<file path="src/hw/acs_regs.svh">
`ifndef ACS_REGS_SVH
`define ACS_REGS_SVH

// register byte offsets
`define ACS_OFS_CONTROL_TWO 8'h00
`define ACS_OFS_STATUS 8'h04
`define ACS_OFS_MASK 8'h08
`define ACS_OFS_CHANNEL_SELECT 8'h0C
`define ACS_OFS_SCAN_SELECT 8'h10
`define ACS_OFS_RESULT_BASE 8'h40

// adc_control_two field positions
`define ACS_REF_HI 15
`define ACS_REF_LO 13
`define ACS_OFFSET_CALIBRATION_ENABLE_BIT 12
`define ACS_SCAN_BIT 10
`define ACS_FILL_BIT 7
`define ACS_SEQUENCES_PER_INTERRUPT_HI 5
`define ACS_SEQUENCES_PER_INTERRUPT_LO 2
`define ACS_SPLIT_BIT 1
`define ACS_ALT_BIT 0

// channel_select_register fields
`define ACS_CHA_POS_HI 4
`define ACS_CHA_NEG_BIT 7
`define ACS_CHB_POS_HI 12
`define ACS_CHB_POS_LO 8
`define ACS_CHB_NEG_BIT 15

// status and mask bits
`define ACS_EV_SEQ 0
`define ACS_EV_HALF 1

// reset values
`define ACS_CTRL_RST 11'h000
`define ACS_CHSEL_RST 16'h0000
`define ACS_SCAN_RST 16'h0000
`define ACS_EV_RST 2'h0

// buffer geometry
`define ACS_HALF_LAST 3'h7

`endif

</file>
<file path="src/hw/acs_pkg.sv">
`default_nettype none

package acs_pkg;

  // bus slave phases
  typedef enum logic [1:0] {
    BUS_IDLE = 2'b00,
    BUS_WRITE = 2'b01,
    BUS_RD_WAIT = 2'b10,
    BUS_RD_DONE = 2'b11
  } acs_bus_type;

  // software-written control fields
  typedef struct packed {
    logic [2:0] ref_sel;
    logic offset_calibration_enable;
    logic scan_en;
    logic [3:0] sequences_per_interrupt;
    logic split;
    logic alt;
  } acs_ctrl_type;

  // drive toward the analog front end
  typedef struct packed {
    logic vref_hi_ext;
    logic vref_lo_ext;
    logic [4:0] pos_ch;
    logic pos_lo;
    logic neg_ext;
  } acs_front_type;

  // whole state of the block
  typedef struct packed {
    acs_bus_type bus;
    logic [5:0] ph_addr;
    logic hready;
    logic hresp;
    logic [31:0] hrdata;
    acs_ctrl_type ctrl;
    logic [15:0] chsel;
    logic [15:0] scansel;
    logic [1:0] status;
    logic [1:0] mask;
    logic irq;
    logic [2:0] sync;
    logic [1:0][9:0] dsync;
    logic [3:0] cnt;
    logic [3:0] wptr;
    logic half;
    logic alt_b;
    logic [3:0] scan_idx;
    logic [15:0][9:0] rbuf;
    acs_front_type front;
  } acs_state_type;

endpackage

`default_nettype wire

</file>
<file path="src/hw/acs_ctrl.sv">
// Implementation choices: the AHB-Lite interface to the registers and the address map.
`default_nettype none
`include "acs_regs.svh"

// Overview of operation
// - reference 000/1xx supply+ground, 001 ext plus, 010 ext minus, 011 both
// - offset calibration ties both sample-hold inputs to the low reference
// - without calibration, inputs follow channel and scan select registers
// - split mode fill bit reads 1 filling 0x8-0xF, 0 filling 0x0-0x7
// - interrupt after every Nth sequence, N equals rate field plus one
// - split bit gives two 8-word buffers, else one 16-word buffer
// - alternate bit: first sample A, then B, A alternately; else always A
// - upper sixteen bits and bits 11, 9, 8, 6 read as zero
module acs_ctrl
  import acs_pkg::*;
(
  // clock and reset
  input wire logic I_CLK,
  input wire logic I_RST_B,
  // ahb-lite slave
  input wire logic I_HSEL,
  input wire logic [31:0] I_HADDR,
  input wire logic [1:0] I_HTRANS,
  input wire logic I_HWRITE,
  input wire logic [2:0] I_HSIZE,
  input wire logic [31:0] I_HWDATA,
  input wire logic I_HREADY,
  output logic [31:0] O_HRDATA,
  output logic O_HREADYOUT,
  output logic O_HRESP,
  // converter result from the analog side
  input wire logic I_CONV_DONE,
  input wire logic [9:0] I_CONV_DATA,
  // reference and sample-hold routing
  output logic O_VREF_HI_EXT,
  output logic O_VREF_LO_EXT,
  output logic [4:0] O_SH_POS_CH,
  output logic O_SH_POS_LOW_REF,
  output logic O_SH_NEG_EXT,
  // status toward the system
  output logic O_FILL_HALF,
  output logic O_IRQ
);

  // register map, one aligned word each:
  //   0x00 control word, 0x04 event status (write one to clear)
  //   0x08 event mask of the same layout, 0x0C channel routing
  //   0x10 scan selection, 0x40 to 0x7C sixteen read-only results
  // reads insert one wait state so that hrdata leaves a flop;
  // writes insert none and land at the end of their data phase
  // a result counts three edges after its done level rises: two
  // synchroniser stages and one edge-detect stage
  // done must stay high and low for one clock at least, else a
  // short pulse may slip between two synchroniser samples
  // the result word passes two flops as well, so it must be steady
  // from the rise of done until the edge that stores it
  // writing the control word restarts counting, filling and scanning,
  // which keeps a half-finished sequence from mixing two setups
  acs_state_type s_reg;
  acs_state_type s_next;

  // scan order is ascending channel number; with no bit selected the
  // index stays where it is, so an empty selection simply holds still
  // next selected scan input after the current one, wrapping round
  function automatic logic [3:0] scan_step(input logic [3:0] idx,
                                           input logic [15:0] sel);
    logic [3:0] res;
    logic found;
    logic [3:0] cand;
    res = idx;
    found = 1'b0;
    for (int k = 1; k <= 16; k++) begin
      cand = idx + k[3:0];
      if (!found && sel[cand]) begin
        res = cand;
        found = 1'b1;
      end
    end
    return res;
  endfunction

  // control word as software sees it
  function automatic logic [31:0] ctrl_word(input acs_ctrl_type c,
                                            input logic fill);
    logic [31:0] w;
    w = 32'h0000_0000; // unimplemented bits stay zero
    w[`ACS_REF_HI:`ACS_REF_LO] = c.ref_sel;
    w[`ACS_OFFSET_CALIBRATION_ENABLE_BIT] = c.offset_calibration_enable;
    w[`ACS_SCAN_BIT] = c.scan_en;
    w[`ACS_FILL_BIT] = fill;
    w[`ACS_SEQUENCES_PER_INTERRUPT_HI:`ACS_SEQUENCES_PER_INTERRUPT_LO] = c.sequences_per_interrupt;
    w[`ACS_SPLIT_BIT] = c.split;
    w[`ACS_ALT_BIT] = c.alt;
    return w;
  endfunction

  logic bus_take;
  logic conv_edge;
  logic seq_last;
  logic half_full;
  logic ctrl_wr;
  logic [1:0] ev;
  logic [1:0] w1c;
  logic [31:0] rd_word;
  logic [4:0] a_pos;
  logic [4:0] sel_pos;
  logic sel_neg;
  logic [3:0] ph_idx;

  always_comb begin
    s_next = s_reg;
    ev = 2'h0;
    w1c = 2'h0;
    ctrl_wr = 1'b0;
    seq_last = 1'b0;
    half_full = 1'b0;
    rd_word = 32'h0000_0000;
    ph_idx = s_reg.ph_addr[3:0];
    // a transfer starts on nonseq or seq while the bus is ready
    bus_take = I_HSEL && I_HTRANS[1] && I_HREADY;
    // only the second stage feeds the edge detector
    conv_edge = s_reg.sync[1] && !s_reg.sync[2];

    // synchronise the converter's done level
    s_next.sync = {s_reg.sync[1], s_reg.sync[0], I_CONV_DONE};

    // the result word is synchronised alongside; word and done reach
    // their second stage together, so the stored word has settled
    s_next.dsync = {s_reg.dsync[0], I_CONV_DATA};

    // the read word is built from the registered phase address, one
    // cycle after the address phase, so a write just before is seen
    // read mux, unmapped words answer zero
    case ({s_reg.ph_addr, 2'b00})
      `ACS_OFS_CONTROL_TWO: rd_word = ctrl_word(s_reg.ctrl, s_reg.half);
      `ACS_OFS_STATUS: rd_word = {30'h0, s_reg.status};
      `ACS_OFS_MASK: rd_word = {30'h0, s_reg.mask};
      `ACS_OFS_CHANNEL_SELECT: rd_word = {16'h0000, s_reg.chsel};
      `ACS_OFS_SCAN_SELECT: rd_word = {16'h0000, s_reg.scansel};
      default: begin
        if ({s_reg.ph_addr[5:4], 6'h00} == `ACS_OFS_RESULT_BASE) begin
          rd_word = {22'h0, s_reg.rbuf[ph_idx]};
        end
      end
    endcase

    // the slave never stretches a write and never answers an error;
    // only the read path holds hready low, for exactly one cycle
    // data phase of an earlier address phase
    case (s_reg.bus)
      BUS_IDLE: begin
        s_next.hready = 1'b1;
      end
      BUS_WRITE: begin
        // hwdata is valid now, the edge ends the data phase
        case ({s_reg.ph_addr, 2'b00})
          `ACS_OFS_CONTROL_TWO: begin
            ctrl_wr = 1'b1;
            s_next.ctrl.ref_sel = I_HWDATA[`ACS_REF_HI:`ACS_REF_LO];
            s_next.ctrl.offset_calibration_enable = I_HWDATA[`ACS_OFFSET_CALIBRATION_ENABLE_BIT];
            s_next.ctrl.scan_en = I_HWDATA[`ACS_SCAN_BIT];
            s_next.ctrl.sequences_per_interrupt = I_HWDATA[`ACS_SEQUENCES_PER_INTERRUPT_HI:`ACS_SEQUENCES_PER_INTERRUPT_LO];
            s_next.ctrl.split = I_HWDATA[`ACS_SPLIT_BIT];
            s_next.ctrl.alt = I_HWDATA[`ACS_ALT_BIT];
          end
          `ACS_OFS_STATUS: w1c = I_HWDATA[1:0];
          `ACS_OFS_MASK: s_next.mask = I_HWDATA[1:0];
          `ACS_OFS_CHANNEL_SELECT: s_next.chsel = I_HWDATA[15:0];
          `ACS_OFS_SCAN_SELECT: s_next.scansel = I_HWDATA[15:0];
          default: begin
            // results are read-only, other words ignore writes
          end
        endcase
      end
      BUS_RD_WAIT: begin
        // one wait state lets hrdata come from a flop
        s_next.hrdata = rd_word;
        s_next.hready = 1'b1;
        s_next.bus = BUS_RD_DONE;
      end
      BUS_RD_DONE: begin
        s_next.hready = 1'b1;
      end
      default: begin
        s_next.bus = BUS_IDLE;
        s_next.hready = 1'b1;
      end
    endcase

    // a new address phase may overlap the data phase of a write;
    // the write above still lands, it decodes the registered phase
    // address phase, taken only while the bus is ready
    if (bus_take) begin
      s_next.ph_addr = I_HADDR[7:2];
      if (I_HWRITE) begin
        s_next.bus = BUS_WRITE;
      end else begin
        s_next.bus = BUS_RD_WAIT;
        s_next.hready = 1'b0;
      end
    end else if (s_reg.bus != BUS_RD_WAIT) begin
      s_next.bus = BUS_IDLE;
    end

    // counters, pointer and fill half move together on one done edge
    // so that software never sees a word stored in the wrong half
    // one finished sample/convert sequence
    if (conv_edge) begin
      s_next.rbuf[s_reg.wptr] = s_reg.dsync[1];
      seq_last = (s_reg.cnt == s_reg.ctrl.sequences_per_interrupt);
      half_full = s_reg.ctrl.split && (s_reg.wptr[2:0] == `ACS_HALF_LAST);
      if (seq_last) begin
        s_next.cnt = 4'h0; // N = rate field + 1
        ev[`ACS_EV_SEQ] = 1'b1;
      end else begin
        s_next.cnt = s_reg.cnt + 4'h1;
      end
      // in split mode an event also closes the half early, so the words
      // software reads always belong to one finished group
      if (s_reg.ctrl.split && (seq_last || half_full)) begin
        // switch halves so software reads the finished one
        s_next.half = !s_reg.half;
        s_next.wptr = {!s_reg.half, 3'h0};
        ev[`ACS_EV_HALF] = 1'b1;
      end else if (seq_last) begin
        // single 16-word buffer restarts at word zero
        s_next.wptr = s_reg.ctrl.split ? {s_reg.half, 3'h0} : 4'h0;
      end else begin
        s_next.wptr = s_reg.wptr + 4'h1;
      end
      // first sample uses A, then B and A take turns
      s_next.alt_b = s_reg.ctrl.alt ? !s_reg.alt_b : 1'b0;
      // advance the scan only on samples that used the A settings
      if (s_reg.ctrl.scan_en && !s_reg.alt_b) begin
        s_next.scan_idx = scan_step(s_reg.scan_idx, s_reg.scansel);
      end
    end

    // a done edge and a control write in one cycle: the write wins for
    // counters and pointer, the result of that edge still lands
    // a control write restarts the sequence from the top
    if (ctrl_wr) begin
      s_next.cnt = 4'h0;
      s_next.wptr = 4'h0;
      s_next.half = 1'b0;
      s_next.alt_b = 1'b0;
      s_next.scan_idx = 4'h0;
    end
    if (!s_next.ctrl.split) begin
      s_next.half = 1'b0; // no meaning outside split mode
    end

    // w1c holds the bits that software asked to clear in this cycle;
    // an event in the same cycle survives it and is seen next time
    // sticky events, a new event beats a same-cycle clear
    s_next.status = (s_reg.status & ~w1c) | ev;
    s_next.irq = |(s_next.status & s_next.mask);
    s_next.hresp = 1'b0;

    // the routing is worked out from the next state, so it changes on
    // the same edge as the control word or the alternation that drives it
    // reference decode, codes 1xx fall back to supply and ground
    case (s_next.ctrl.ref_sel)
      3'h1: begin
        s_next.front.vref_hi_ext = 1'b1;
        s_next.front.vref_lo_ext = 1'b0;
      end
      3'h2: begin
        s_next.front.vref_hi_ext = 1'b0;
        s_next.front.vref_lo_ext = 1'b1;
      end
      3'h3: begin
        s_next.front.vref_hi_ext = 1'b1;
        s_next.front.vref_lo_ext = 1'b1;
      end
      default: begin
        s_next.front.vref_hi_ext = 1'b0;
        s_next.front.vref_lo_ext = 1'b0;
      end
    endcase

    // scanning replaces the positive input of the A settings only;
    // the B settings always come straight from the routing register
    // choose the multiplexer settings for the coming sample
    if (s_next.ctrl.scan_en) begin
      a_pos = {1'b0, s_next.scan_idx}; // scanned input
    end else begin
      a_pos = s_next.chsel[`ACS_CHA_POS_HI:0];
    end
    if (s_next.ctrl.alt && s_next.alt_b) begin
      sel_pos = s_next.chsel[`ACS_CHB_POS_HI:`ACS_CHB_POS_LO];
      sel_neg = s_next.chsel[`ACS_CHB_NEG_BIT];
    end else begin
      sel_pos = a_pos;
      sel_neg = s_next.chsel[`ACS_CHA_NEG_BIT];
    end

    // under calibration the channel number is parked at zero; it has no
    // meaning then, and a fixed value keeps the analog mux from toggling
    // calibration overrides routing, both inputs on the low reference
    if (s_next.ctrl.offset_calibration_enable) begin
      s_next.front.pos_ch = 5'h00;
      s_next.front.pos_lo = 1'b1;
      s_next.front.neg_ext = 1'b0;
    end else begin
      s_next.front.pos_ch = sel_pos;
      s_next.front.pos_lo = 1'b0;
      s_next.front.neg_ext = sel_neg;
    end
  end

  // the reset branch loads constants only; the struct defaults first
  // and the few fields with their own reset value follow
  // single state register, async reset to constants only
  always_ff @(posedge I_CLK or negedge I_RST_B) begin
    if (!I_RST_B) begin
      s_reg <= '0;
      s_reg.hready <= 1'b1;
      s_reg.ctrl <= acs_ctrl_type'(`ACS_CTRL_RST);
      s_reg.chsel <= `ACS_CHSEL_RST;
      s_reg.scansel <= `ACS_SCAN_RST;
      s_reg.status <= `ACS_EV_RST;
      s_reg.mask <= `ACS_EV_RST;
    end else begin
      s_reg <= s_next;
    end
  end

  // no output is decoded combinationally, so none can glitch
  // every output straight from the state flops
  assign O_HRDATA = s_reg.hrdata;
  assign O_HREADYOUT = s_reg.hready;
  assign O_HRESP = s_reg.hresp;
  assign O_VREF_HI_EXT = s_reg.front.vref_hi_ext;
  assign O_VREF_LO_EXT = s_reg.front.vref_lo_ext;
  assign O_SH_POS_CH = s_reg.front.pos_ch;
  assign O_SH_POS_LOW_REF = s_reg.front.pos_lo;
  assign O_SH_NEG_EXT = s_reg.front.neg_ext;
  assign O_FILL_HALF = s_reg.half;
  assign O_IRQ = s_reg.irq;

endmodule

`default_nettype wire

</file>
<file path="config.mk">
export PLATFORM = sky130hd
export DESIGN_NAME = acs_ctrl
export DESIGN_NICKNAME = d
export VERILOG_FILES = /design/src/hw/acs_pkg.sv /design/src/hw/acs_ctrl.sv
export VERILOG_INCLUDE_DIRS = /design/src /design/src/hw
export SDC_FILE = /design/constraint.sdc
export NUM_CORES = 1
export LEC_CHECK = 0
export BUFFER_PORTS_ARGS = -buffer_cell sky130_fd_sc_hd__clkbuf_2
export CELL_PAD_IN_SITES_DETAIL_PLACEMENT = 1
export CELL_PAD_IN_SITES_GLOBAL_PLACEMENT = 1
export CORE_MARGIN = 1
export CORE_UTILIZATION = 45
export CTS_CLUSTER_SIZE = 40
export DETAILED_ROUTE_END_ITERATION = 8
export PLACE_DENSITY_LB_ADDON = 0.08
export SLEW_MARGIN = 40
export SYNTH_ARGS = -nofsm -noshare
export SYNTH_HDL_FRONTEND = slang
export SYNTH_SLANG_ARGS = --single-unit
</file>
<file path="constraint.sdc">
create_clock -name I_CLK -period 4.7 [get_ports I_CLK]
set_input_delay 0.94 -clock I_CLK [delete_from_list [all_inputs] [get_ports I_CLK]]
set_output_delay 0.94 -clock I_CLK [all_outputs]
set_load 0.05 [all_outputs]
</file>
==> metrics.yaml, run 1 <==
synth:
  yosysTopAreaCellShare_pct: 47.4
  async_reset_ff_share_pct: 100
  synth_cell_types: 83
  yosysTopAreaCell: "dfrtp_1"
  synth_edf_count: 0
  synth.avg_cell_area_um2: 12.8
  synth-seq-area-share_pct: 47.6
  ys_warn_count: 0
  syn-cell-area_um2: 14600
  synth-seq-cells: 278
  synth_area_leaders: "dfrtp_1, mux2_2, mux4_2"
  syn_inst: 1140
  synthFlopType: "dfrtp_1"
finish:
  antenna_cells: 0
  stdcell_area_um2: 16400
  finalNonFillerCells: 1661
  syn_to_final_growth_pct: 12.4
  fin_nets: 1303
  nFillCells: 3258
  multi_input_area_um2: 7110
  regArea_um2: 6960
  drive_above_1_share_pct: 39.2
setup_path:
  path_cells: "inv_1 -> ha_1 -> xor2_1 -> nor3_1 -> or4_1 -> or2_1 -> nand3_1 -> o21ai_0 -> a2111oi_0 -> a211oi_1 -> or2_2 -> a41o_1"
  reg2reg_slack_ns: 0.47
  crit_fanout: 5
  cp.required_ns: 5.14
  max_stage_delay_ns: 0.70
  reg2reg_to: "O_SH_POS_CH[1]$_DFF_PN0_"
  worstSetupPathType: "reg2reg"
  cp.arrival_ns: 4.66
  cp-start-kind: "flop"
  critPathTopFamily: "simple AND/OR/NAND/NOR gates"
  reg2reg_depth: 12
  end_kind: "flop"
  crit_buf_inv: 1
  critPathSlowestCell: "a2111oi_0"
  timing.rr.start: "s_reg[169]$_DFF_PN0_"
timing:
  setup_tns_ns: 0
  rsz0062_at_grt: "false"
  finalMaxSlewViolations: 0
  slew_headroom_pct: 41.6
  fin_crit_ns: 4.23
  tightest_slew_ns: 0.874
  clock_skew_ns: 0.0218
  final-hold-violation-count: 0
  fmax_mhz: 237
  fin_ws_ns: 0.473
  setup_viol: 0
  period_share_pct: 89.9
placement:
  place_congestion: 0.859
  dp_cells: 1607
  pre_cts_ws_ns: 0.544
  numPortBuffers: 66
  hpwl_mm: 27.3
  dpl_cell_area_um2: 15400
detailed_routing:
  wl_mm: 40.5
  via_per_inst: 5.89
  drt_iter0_drc: 662
  drc: 0
  ant_nets: 0
  routedWlPerCell_um: 24.4
  drt-pass1-iter-count: 6
  vias: 9783
global_route:
  grt_pass1_wl_mm: 63.6
  gr-usage-all-layers_pct: 25.1
  grt_max_degree: 94
  first_global_vias: 10310
  antenna_found_initial: 0
  gr-total-overflow: 0
clock_network:
  cts.path.max_buffers: 3
  clock_latency_ns: 0.57
  clock-sinks: 278
  cts_buffers: 30
  clkTransAtPathRegs_ns: 0.06
  tritoncts: "built"
  cts_hold_buf: 0
  h-tree-depth: 1
  post-cts-setup-buffers: 0
  cts-resized-gates: 0
  clock_tree.root_cell: "clkbuf_16"
pwr:
  finalPower_mw: 12.2
  power_leakage_nw: 7.26
  p_per_area_nw_per_um2: 739
  vdd_drop_max_mv: 0.404
floorplanning:
  die_h_um: 182
  die_w_um: 182
  num_rows: 65
  initial_utilization_pct: 46.0
  dieArea_um2: 33200
  io_pins: 130
  core_um2: 31800
job:
  maxCapViolations: 0
worst_hold_path:
  hold_path.class: "reg2reg"
  whs_path_depth: 0
  worstHoldStart: "s_next[199]$_DFF_PN0_"
  min_to: "s_reg[199]$_DFF_PN0_"
run_status:
  status: "complete, no violations"
-- placed cells by master (no fill, tap or decap), types with 4 or more instances in the layout --
| cell | count |
|---|---|
| nand2b_1 | 9 |
| mux2_4 | 5 |
| clkinv_2 | 5 |
| ha_1 | 14 |
| and3_1 | 10 |
| and2_1 | 7 |
| a211oi_1 | 5 |
| a22oi_1 | 11 |
| o211ai_1 | 5 |
| dfrtp_1 | 275 |
| nor3_1 | 14 |
| o21ai_0 | 36 |
| xnor2_1 | 8 |
| nand3_1 | 16 |
| o31ai_1 | 6 |
| o221ai_1 | 10 |
| or3_1 | 4 |
| nor2b_1 | 7 |
| mux2_2 | 208 |
| conb_1 | 17 |
| clkbuf_8 | 11 |
| inv_1 | 25 |
| xor2_1 | 9 |
| nand2_1 | 85 |
| nor2_1 | 51 |
| buf_4 | 41 |
| mux2i_1 | 12 |
| a21oi_1 | 26 |
| nor4_1 | 6 |
| a22o_1 | 4 |
| a222oi_1 | 10 |
| mux4_2 | 81 |
| a31oi_1 | 4 |
| clkbuf_16 | 30 |
| clkbuf_2 | 65 |
-- synth_stat cells (11+ instances only) --
cell type	number
nor2_1	51
nand2_1	86
a22oi_1	11
a21oi_1	26
nand3_1	16
nor3_1	14
o21ai_0	37
mux2_2	208
buf_4	38
ha_1	14
inv_1	25
mux2i_1	12
mux4_2	81
clkbuf_1	41
dfrtp_1	277
-- cell type report --
cell class                      count  area share, %
Timing Repair Buffer              110           4.25
Multi-Input combinational cell    756           43.2
Clock buffer                       44           5.56
Sequential cell                   278           42.3
Inverter                           28          0.639
Tap cell                          435           3.31
Clock inverter                     10          0.670
-- worst max-delay path by stage --
stage          cells after the start            startpoint                  endpoint  slack, ns
2_1_floorplan                     15  s_reg[170]$_DFF_PN0_      s_reg[171]$_DFF_PN0_       0.18
3_3_place_gp                      12  s_reg[170]$_DFF_PN0_  O_SH_POS_CH[3]$_DFF_PN0_       0.56
3_5_place_dp                      12  s_reg[170]$_DFF_PN0_  O_SH_POS_CH[3]$_DFF_PN0_       0.54
4_1_cts                           12  s_reg[170]$_DFF_PN0_  O_SH_POS_CH[3]$_DFF_PN0_       0.54
5_1_grt                           12  s_reg[170]$_DFF_PN0_  O_SH_POS_CH[3]$_DFF_PN0_       0.24
6_report                          12  s_reg[169]$_DFF_PN0_  O_SH_POS_CH[1]$_DFF_PN0_       0.47
-- where the power goes --
| group | switching [mW] | total, mW | internal [mW] |
|---|---|---|---|
| sequential | 0.608 | 3.83 | 3.22 |
| combinational | 3.33 | 5.93 | 2.61 |
| clock | 0.989 | 2.39 | 1.40 |
| total | 4.92 | 12.2 | 7.23 |
-- metrics by stage --
step                utilization, %  hold slack [ns]
finish                        51.7            0.344
global route                  51.7            0.355
CTS                           51.7            0.346
detailed placement            48.5            0.337
global placement              48.5            0.333
floorplan                        -            0.331
-- layer usage --
metal / part of all wire [%] / routed length [um] / vias up / global-route usage [%]
li1: - / - / 4344 / -
met4: 1.5 / 599 / 0 / 4.61
met5: 0 / 0 / - / 0
met3: 3.8 / 1530 / 48 / 3.23
met2: 51 / 20600 / 222 / 43.5
met1: 44 / 17800 / 5169 / 34.2
-- cell families after synthesis --
group | after synthesis | share of synthesized area (%)
buffers and inverters | 122 | 4.34
other | 1 | 0.0256
multiplexers | 308 | 30.0
XOR/XNOR | 18 | 1.13
adder cells (fa/ha/maj) | 14 | 1.20
AND/OR/NAND/NOR | 240 | 8.08
flip-flops | 278 | 47.6
AO/OA/AOI/OAI | 159 | 7.61
(Power assumes the default switching activity.)
==> inputs of run 2 (changes only) <==
ABC_AREA = 1   (was unset)
CORE_UTILIZATION = 40   (was 45)
SLEW_MARGIN = 20   (was 40)
==> metrics.yaml, run 2 <==
run_status:
  status: "complete, no violations"
setup_path:
  max_stage_delay_ns: 0.61  # -0.09 ns
  timing.rr.start: "ph_idx[3]$_DFFE_PN0P_"
  crit_top_cell: "inv_1"
  end_kind: "flop"
  cp-start-kind: "flop"
  path_cells: "nor2_1 -> inv_1 -> nor3_1 -> inv_1 -> nor2_1 -> buf_4 -> inv_1 -> nor2_2 -> inv_1 -> o21ai_0 -> o21ai_0 -> a21oi_1"
  critPathSlowestCell: "o21ai_0"
  worstSetupPathType: "reg2reg"
  crit_fanout: 15  # +10
  reg2reg_slack_ns: 0.61  # +0.13 ns
  reg2reg_depth: 12  # unchanged
  reg2reg_to: "O_SH_POS_CH[3]$_DFF_PN0_"
  cp.arrival_ns: 4.53  # -0.13 ns
  cp.required_ns: 5.14  # about the same
global_route:
  gr-usage-all-layers_pct: 26.0  # +0.83 points
  met1_usage_pct: 37.0  # +2.9 points
  grtUsageMet2_pct: 41.0  # -2.5 points
  grt_pass1_wl_mm: 71.0  # +12%
  gr-total-overflow: 0  # unchanged
  antenna_found_initial: 0  # unchanged
  met3_usage_pct: 3.50  # +0.27 points
  grt_max_degree: 103  # +9.6%
  first_global_vias: 12475  # +21%
  busiest_layer: "met2"
detailed_routing:
  drc: 0  # unchanged
  routedWlPerCell_um: 19.9  # -18%
  wl_mm: 44.3  # +9.4%
  drt_iter0_drc: 695  # +5.0%
  drt-pass1-iter-count: 5  # -1
  vias: 11924  # +22%
  ant_nets: 0  # unchanged
  via_per_inst: 5.35  # -9.1%
worst_hold_path:
  min_to: "s_reg[199]$_DFF_PN0_"
  hold_path.class: "reg2reg"
  worstHoldStart: "s_next[199]$_DFF_PN0_"
  whs_path_depth: 0  # unchanged
synth:
  synth-seq-area-share_pct: 50.3  # +2.7 points
  synth_common_cells: "nand2_1, dfrtp_1, o21ai_0"
  synth_edf_count: 0  # unchanged
  synth_cell_types: 44  # -47%
  yosysTopAreaCellShare_pct: 50.1  # +2.7 points
  synthFlopType: "dfrtp_1"
  synth.most_common_cell: "nand2_1"
  ys_warn_count: 0  # unchanged
  async_reset_ff_share_pct: 100  # unchanged
  syn_inst: 1730  # +52%
  syn-cell-area_um2: 13800  # -5.4%
  synth-seq-cells: 278  # unchanged
  yosysTopAreaCell: "dfrtp_1"
  synth_area_leaders: "dfrtp_1, nand2_1, o21ai_0"
  synth.avg_cell_area_um2: 8.00  # -38%
finish:
  final_cell_mix: "nand2_1, dfrtp_1, o21ai_0"
  fin_nets: 1853  # +42%
  antenna_cells: 0  # unchanged
  syn_to_final_growth_pct: 12.0
  drive_above_1_share_pct: 10.6  # -29 points
  layout_commonest_cell: "nand2_1"
placement:
  hpwl_mm: 31.0  # +13%
  numPortBuffers: 66  # unchanged
  pre_cts_ws_ns: 0.648  # +0.104 ns
  place_congestion: 0.854  # -0.55%
pwr:
  power_leakage_nw: 7.53  # +3.7%
  internal-power_mw: 5.49  # -24%
  power.share.sequential_pct: 38.6  # +7.1 points
  combPwrFrac_pct: 34.0  # -15 points
  clkPwrFrac_pct: 27.4  # +7.7 points
  switching_share_pct: 40.3  # -0.21 points
  p_per_area_nw_per_um2: 593  # -20%
  p_sw_mw: 3.70  # -25%
  finalPower_mw: 9.19  # -24%
  vdd_drop_max_mv: 0.394  # -2.5%
floorplanning:
  io_pins: 130  # unchanged
  dieArea_um2: 35400  # +6.4%
  die_h_um: 188  # +3.2%
  die_w_um: 188  # +3.2%
  num_rows: 67  # +3.1%
  core_um2: 33800  # +6.2%
  initial_utilization_pct: 41.0  # -5.0 points
timing:
  hold_slack_ns: 0.345  # +0.0000660 ns
  fin_crit_ns: 4.09  # -0.132 ns
  rsz0062_at_grt: "false"
  finalMaxSlewViolations: 0  # unchanged
  setup_viol: 0  # unchanged
  slew_headroom_pct: 27.8  # -14 points
  final-hold-violation-count: 0  # unchanged
  setup_tns_ns: 0  # unchanged
  tightest_slew_ns: 1.08  # +0.204 ns
  period_share_pct: 87.1  # -2.8 points
  fmax_mhz: 244  # +3.2%
  fin_ws_ns: 0.605  # +0.132 ns
  clock_skew_ns: 0.0317  # +0.00989 ns
clock_network:
  cts_buffers: 34  # +13%
  clock-sinks: 278  # unchanged
  clkTransAtPathRegs_ns: 0.06  # about the same
  h-tree-depth: 2  # +1
  post-cts-setup-buffers: 0  # unchanged
  clock_latency_ns: 0.54  # -0.03 ns
  tritoncts: "built"
  cts.path.max_buffers: 3  # unchanged
  cts_hold_buf: 0  # unchanged
  cts-resized-gates: 0  # unchanged
  clock_tree.root_cell: "clkbuf_16"
job:
  maxCapViolations: 0  # unchanged
[run 2: power groups by stage]
stage / Sequential [mW] / Clock, mW / Combinational [mW]
detailed placement: 3.58 / 0 / 3.11
floorplan: 3.44 / 0 / 2.29
global route: 3.62 / 2.67 / 3.52
finish: 3.55 / 2.52 / 3.12
CTS: 3.54 / 2.57 / 3.13
global placement: 3.54 / 0 / 3.01
[run 2: logic make-up after synthesis]
group	share of synthesized area, %
compound gates	16.8
mux	0.244
simple gates	19.9
flops	50.3
xor+xnor	0.985
fa+ha+maj	1.27
buf+inv	10.5
other cells	0.0271
[run 2: routing by layer]
metal / vias up / routed length [um]
li1: 5632 / -
met1: 6009 / 21600
met2: 209 / 20100
met3: 74 / 1480
met4: 0 / 1210
met5: - / 0
[run 2: layout make-up]
type,instances,area [um2]
repair buffers,95,583
clock buffers,50,972
multi-input cells,1128,5520
flip-flops and latches,278,6960
fillers,4154,18300
clock inverters,12,90.1
inverters,217,820
well taps,448,561
[run 2: how the worst max path moves through the flow]
stage                     startpoint                       end  slack, ns  cells past startpoint
6_report       ph_idx[3]$_DFFE_PN0P_  O_SH_POS_CH[3]$_DFF_PN0_       0.61                     12
5_1_grt         s_reg[169]$_DFF_PN0_  O_SH_POS_CH[1]$_DFF_PN0_       0.17                     27
4_1_cts         s_reg[169]$_DFF_PN0_  O_SH_POS_CH[3]$_DFF_PN0_       0.60                     25
3_5_place_dp    s_reg[169]$_DFF_PN0_  O_SH_POS_CH[3]$_DFF_PN0_       0.65                     25
3_3_place_gp   ph_idx[3]$_DFFE_PN0P_  O_SH_POS_CH[2]$_DFF_PN0_       0.76                     12
2_1_floorplan   s_reg[170]$_DFF_PN0_  O_SH_POS_CH[3]$_DFF_PN0_       1.48                     27
[run 2: through the flow]
step	utilization, %	std cells	cell area [um2]
after floorplan	-	1746	13900
after detailed placement	42.7	2166	14400
after global routing	45.9	2228	15500
after CTS	45.9	2228	15500
after global placement	42.7	2166	14400
final	45.9	2228	15500
[run 2: worst max-delay path, delay by kind of cell, from the launching register on]
family	cells	cell delay, ns
simple gates	4	1.36
buf+inv	5	1.25
compound gates	3	0.97
flops	1	0.40
==> inputs of run 3 (changes only) <==
CORE_ASPECT_RATIO = 0.5   (was unset)
==> metrics.yaml, run 3 (same netlist as run 2, synthesis figures left out) <==
timing:
  hold_slack_ns: 0.349  # +0.00490 ns
  fin_ws_ns: 0.704  # +0.0991 ns
  slew_headroom_pct: 29.4  # +1.5 points
  final-hold-violation-count: 0  # unchanged
  period_share_pct: 85.0  # -2.1 points
  setup_viol: 0  # unchanged
  setup_tns_ns: 0  # unchanged
  rsz0062_at_grt: "false"
  clock_skew_ns: 0.0216  # -0.0101 ns
  fmax_mhz: 250  # +2.5%
  tightest_slew_ns: 1.06  # -0.0200 ns
  finalMaxSlewViolations: 0  # unchanged
  fin_crit_ns: 4.00  # -0.0991 ns
pwr:
  finalPower_mw: 8.98  # -2.3%
  power_leakage_nw: 7.47  # -0.78%
  vdd_drop_max_mv: 0.258  # -35%
  p_per_area_nw_per_um2: 583  # -1.7%
finish:
  fin_nets: 1846  # -0.38%
  antenna_cells: 0  # unchanged
  syn_to_final_growth_pct: 11.2
  final_util_pct: 45.9  # about the same
  nFillCells: 4098  # -1.3%
  final_cell_mix: "nand2_1, dfrtp_1, o21ai_0"
  drive_above_1_share_pct: 10.2  # -0.32 points
  stdcell_area_um2: 15400  # -0.68%
  layout_commonest_cell: "nand2_1"
  finalNonFillerCells: 2233  # +0.22%
setup_path:
  cp-start-kind: "flop"
  end_kind: "flop"
  worstSetupPathType: "reg2reg"
  cp.required_ns: 5.18  # +0.04 ns
  critPathTopFamily: "simple AND/OR/NAND/NOR gates"
  cp.arrival_ns: 4.48  # -0.05 ns
  critical_path_depth: 25  # +13
  max_stage_delay_ns: 0.43  # -0.18 ns
  crit_buf_inv: 3  # -2
  crit_top_cell: "nand3_1"
  crit_fanout: 18  # +3
  critPathSlowestCell: "inv_1"
  reg2reg_depth: 25  # +13
global_route:
  first_global_vias: 12778  # +2.4%
  antenna_found_initial: 0  # unchanged
  grt_max_degree: 119  # +16%
  gr-total-overflow: 0  # unchanged
  gr-usage-all-layers_pct: 25.4  # -0.51 points
  grt_pass1_wl_mm: 70.8  # -0.28%
placement:
  dp_cells: 2182  # +0.74%
  place_congestion: 0.908  # +6.3%
  hpwl_mm: 30.5  # -1.5%
  dpl_cell_area_um2: 14500  # about the same
  numPortBuffers: 66  # unchanged
  pre_cts_ws_ns: 0.732  # +0.0836 ns
clock_network:
  cts.path.max_buffers: 3  # unchanged
  clkTransAtPathRegs_ns: 0.06  # about the same
  post-cts-setup-buffers: 0  # unchanged
  h-tree-depth: 1  # -1
  clock-sinks: 278  # unchanged
  clock_latency_ns: 0.57  # +0.03 ns
  tritoncts: "built"
  cts-resized-gates: 0  # unchanged
  clock_tree.root_cell: "clkbuf_16"
  cts_buffers: 28  # -18%
  cts_hold_buf: 0  # unchanged
floorplanning:
  core_um2: 33600  # -0.61%
  die_w_um: 265  # +41%
  io_pins: 130  # unchanged
  dieArea_um2: 35400  # +0.13%
  initial_utilization_pct: 41.2  # +0.25 points
  num_rows: 47  # -30%
  die_h_um: 134  # -29%
worst_hold_path:
  hold_path.class: "reg2reg"
  whs_path_depth: 0  # unchanged
detailed_routing:
  via_per_inst: 5.34  # -0.21%
  ant_nets: 0  # unchanged
  routedWlPerCell_um: 19.6  # -1.6%
  drc: 0  # unchanged
  drt-pass1-iter-count: 5  # unchanged
  vias: 11926  # +0.017%
  wl_mm: 43.7  # -1.4%
  drt_iter0_drc: 731  # +5.2%
job:
  maxCapViolations: 0  # unchanged
run_status:
  status: "complete, no violations"
==> run 3: final cells by class <==
| class | instances | area, um2 | share of cell area (%) |
|---|---|---|---|
| Clock buffer | 41 | 830 | 5.39 |
| Clock inverter | 10 | 116 | 0.756 |
| Inverter | 217 | 820 | 5.32 |
| Multi-Input combinational cell | 1128 | 5520 | 35.8 |
| Sequential cell | 278 | 6960 | 45.2 |
| Tap cell | 465 | 582 | 3.78 |
| Timing Repair Buffer | 94 | 576 | 3.74 |
==> run 3: worst reg2reg max path: cells and delay by family, from the launching register on <==
family                     cells  cell delay [ns]
buffers and inverters          3             0.76
adders and majority gates      1             0.31
AOI/OAI and AO/OA              1             0.15
DFF                            1             0.38
and+or+nand+nor               20             2.31
==> run 3: worst paths after layout <==
kind | end | start | slack [ns]
worst min-delay path | s_reg[193]$_DFF_PN0_ | s_next[193]$_DFF_PN0_ | 0.35
max in group asynchronous | s_reg[249]$_DFF_PN0_ | I_RST_B | 3.19
worst min register to register | s_reg[193]$_DFF_PN0_ | s_next[193]$_DFF_PN0_ | 0.35
worst max-delay path | O_SH_POS_CH[1]$_DFF_PN0_ | s_reg[169]$_DFF_PN0_ | 0.70
worst max register to register | O_SH_POS_CH[1]$_DFF_PN0_ | s_reg[169]$_DFF_PN0_ | 0.70
min in group asynchronous | asynchronous set/reset pin | I_RST_B | 0.48
==> run 3: layer usage <==
metal | GRT usage [%] | part of all wire, %
met4 | 5.91 | 2.3
met2 | 44.3 | 49
met3 | 3.07 | 2.9
met5 | 0 | 0
met1 | 34.0 | 46
==> run 3: where the power goes <==
part	leakage, nW	internal [mW]	switching, mW	total, mW
logic	3.57	0.931	2.23	3.16
registers	3.44	3.10	0.420	3.52
clock network	0.461	1.29	1.00	2.29
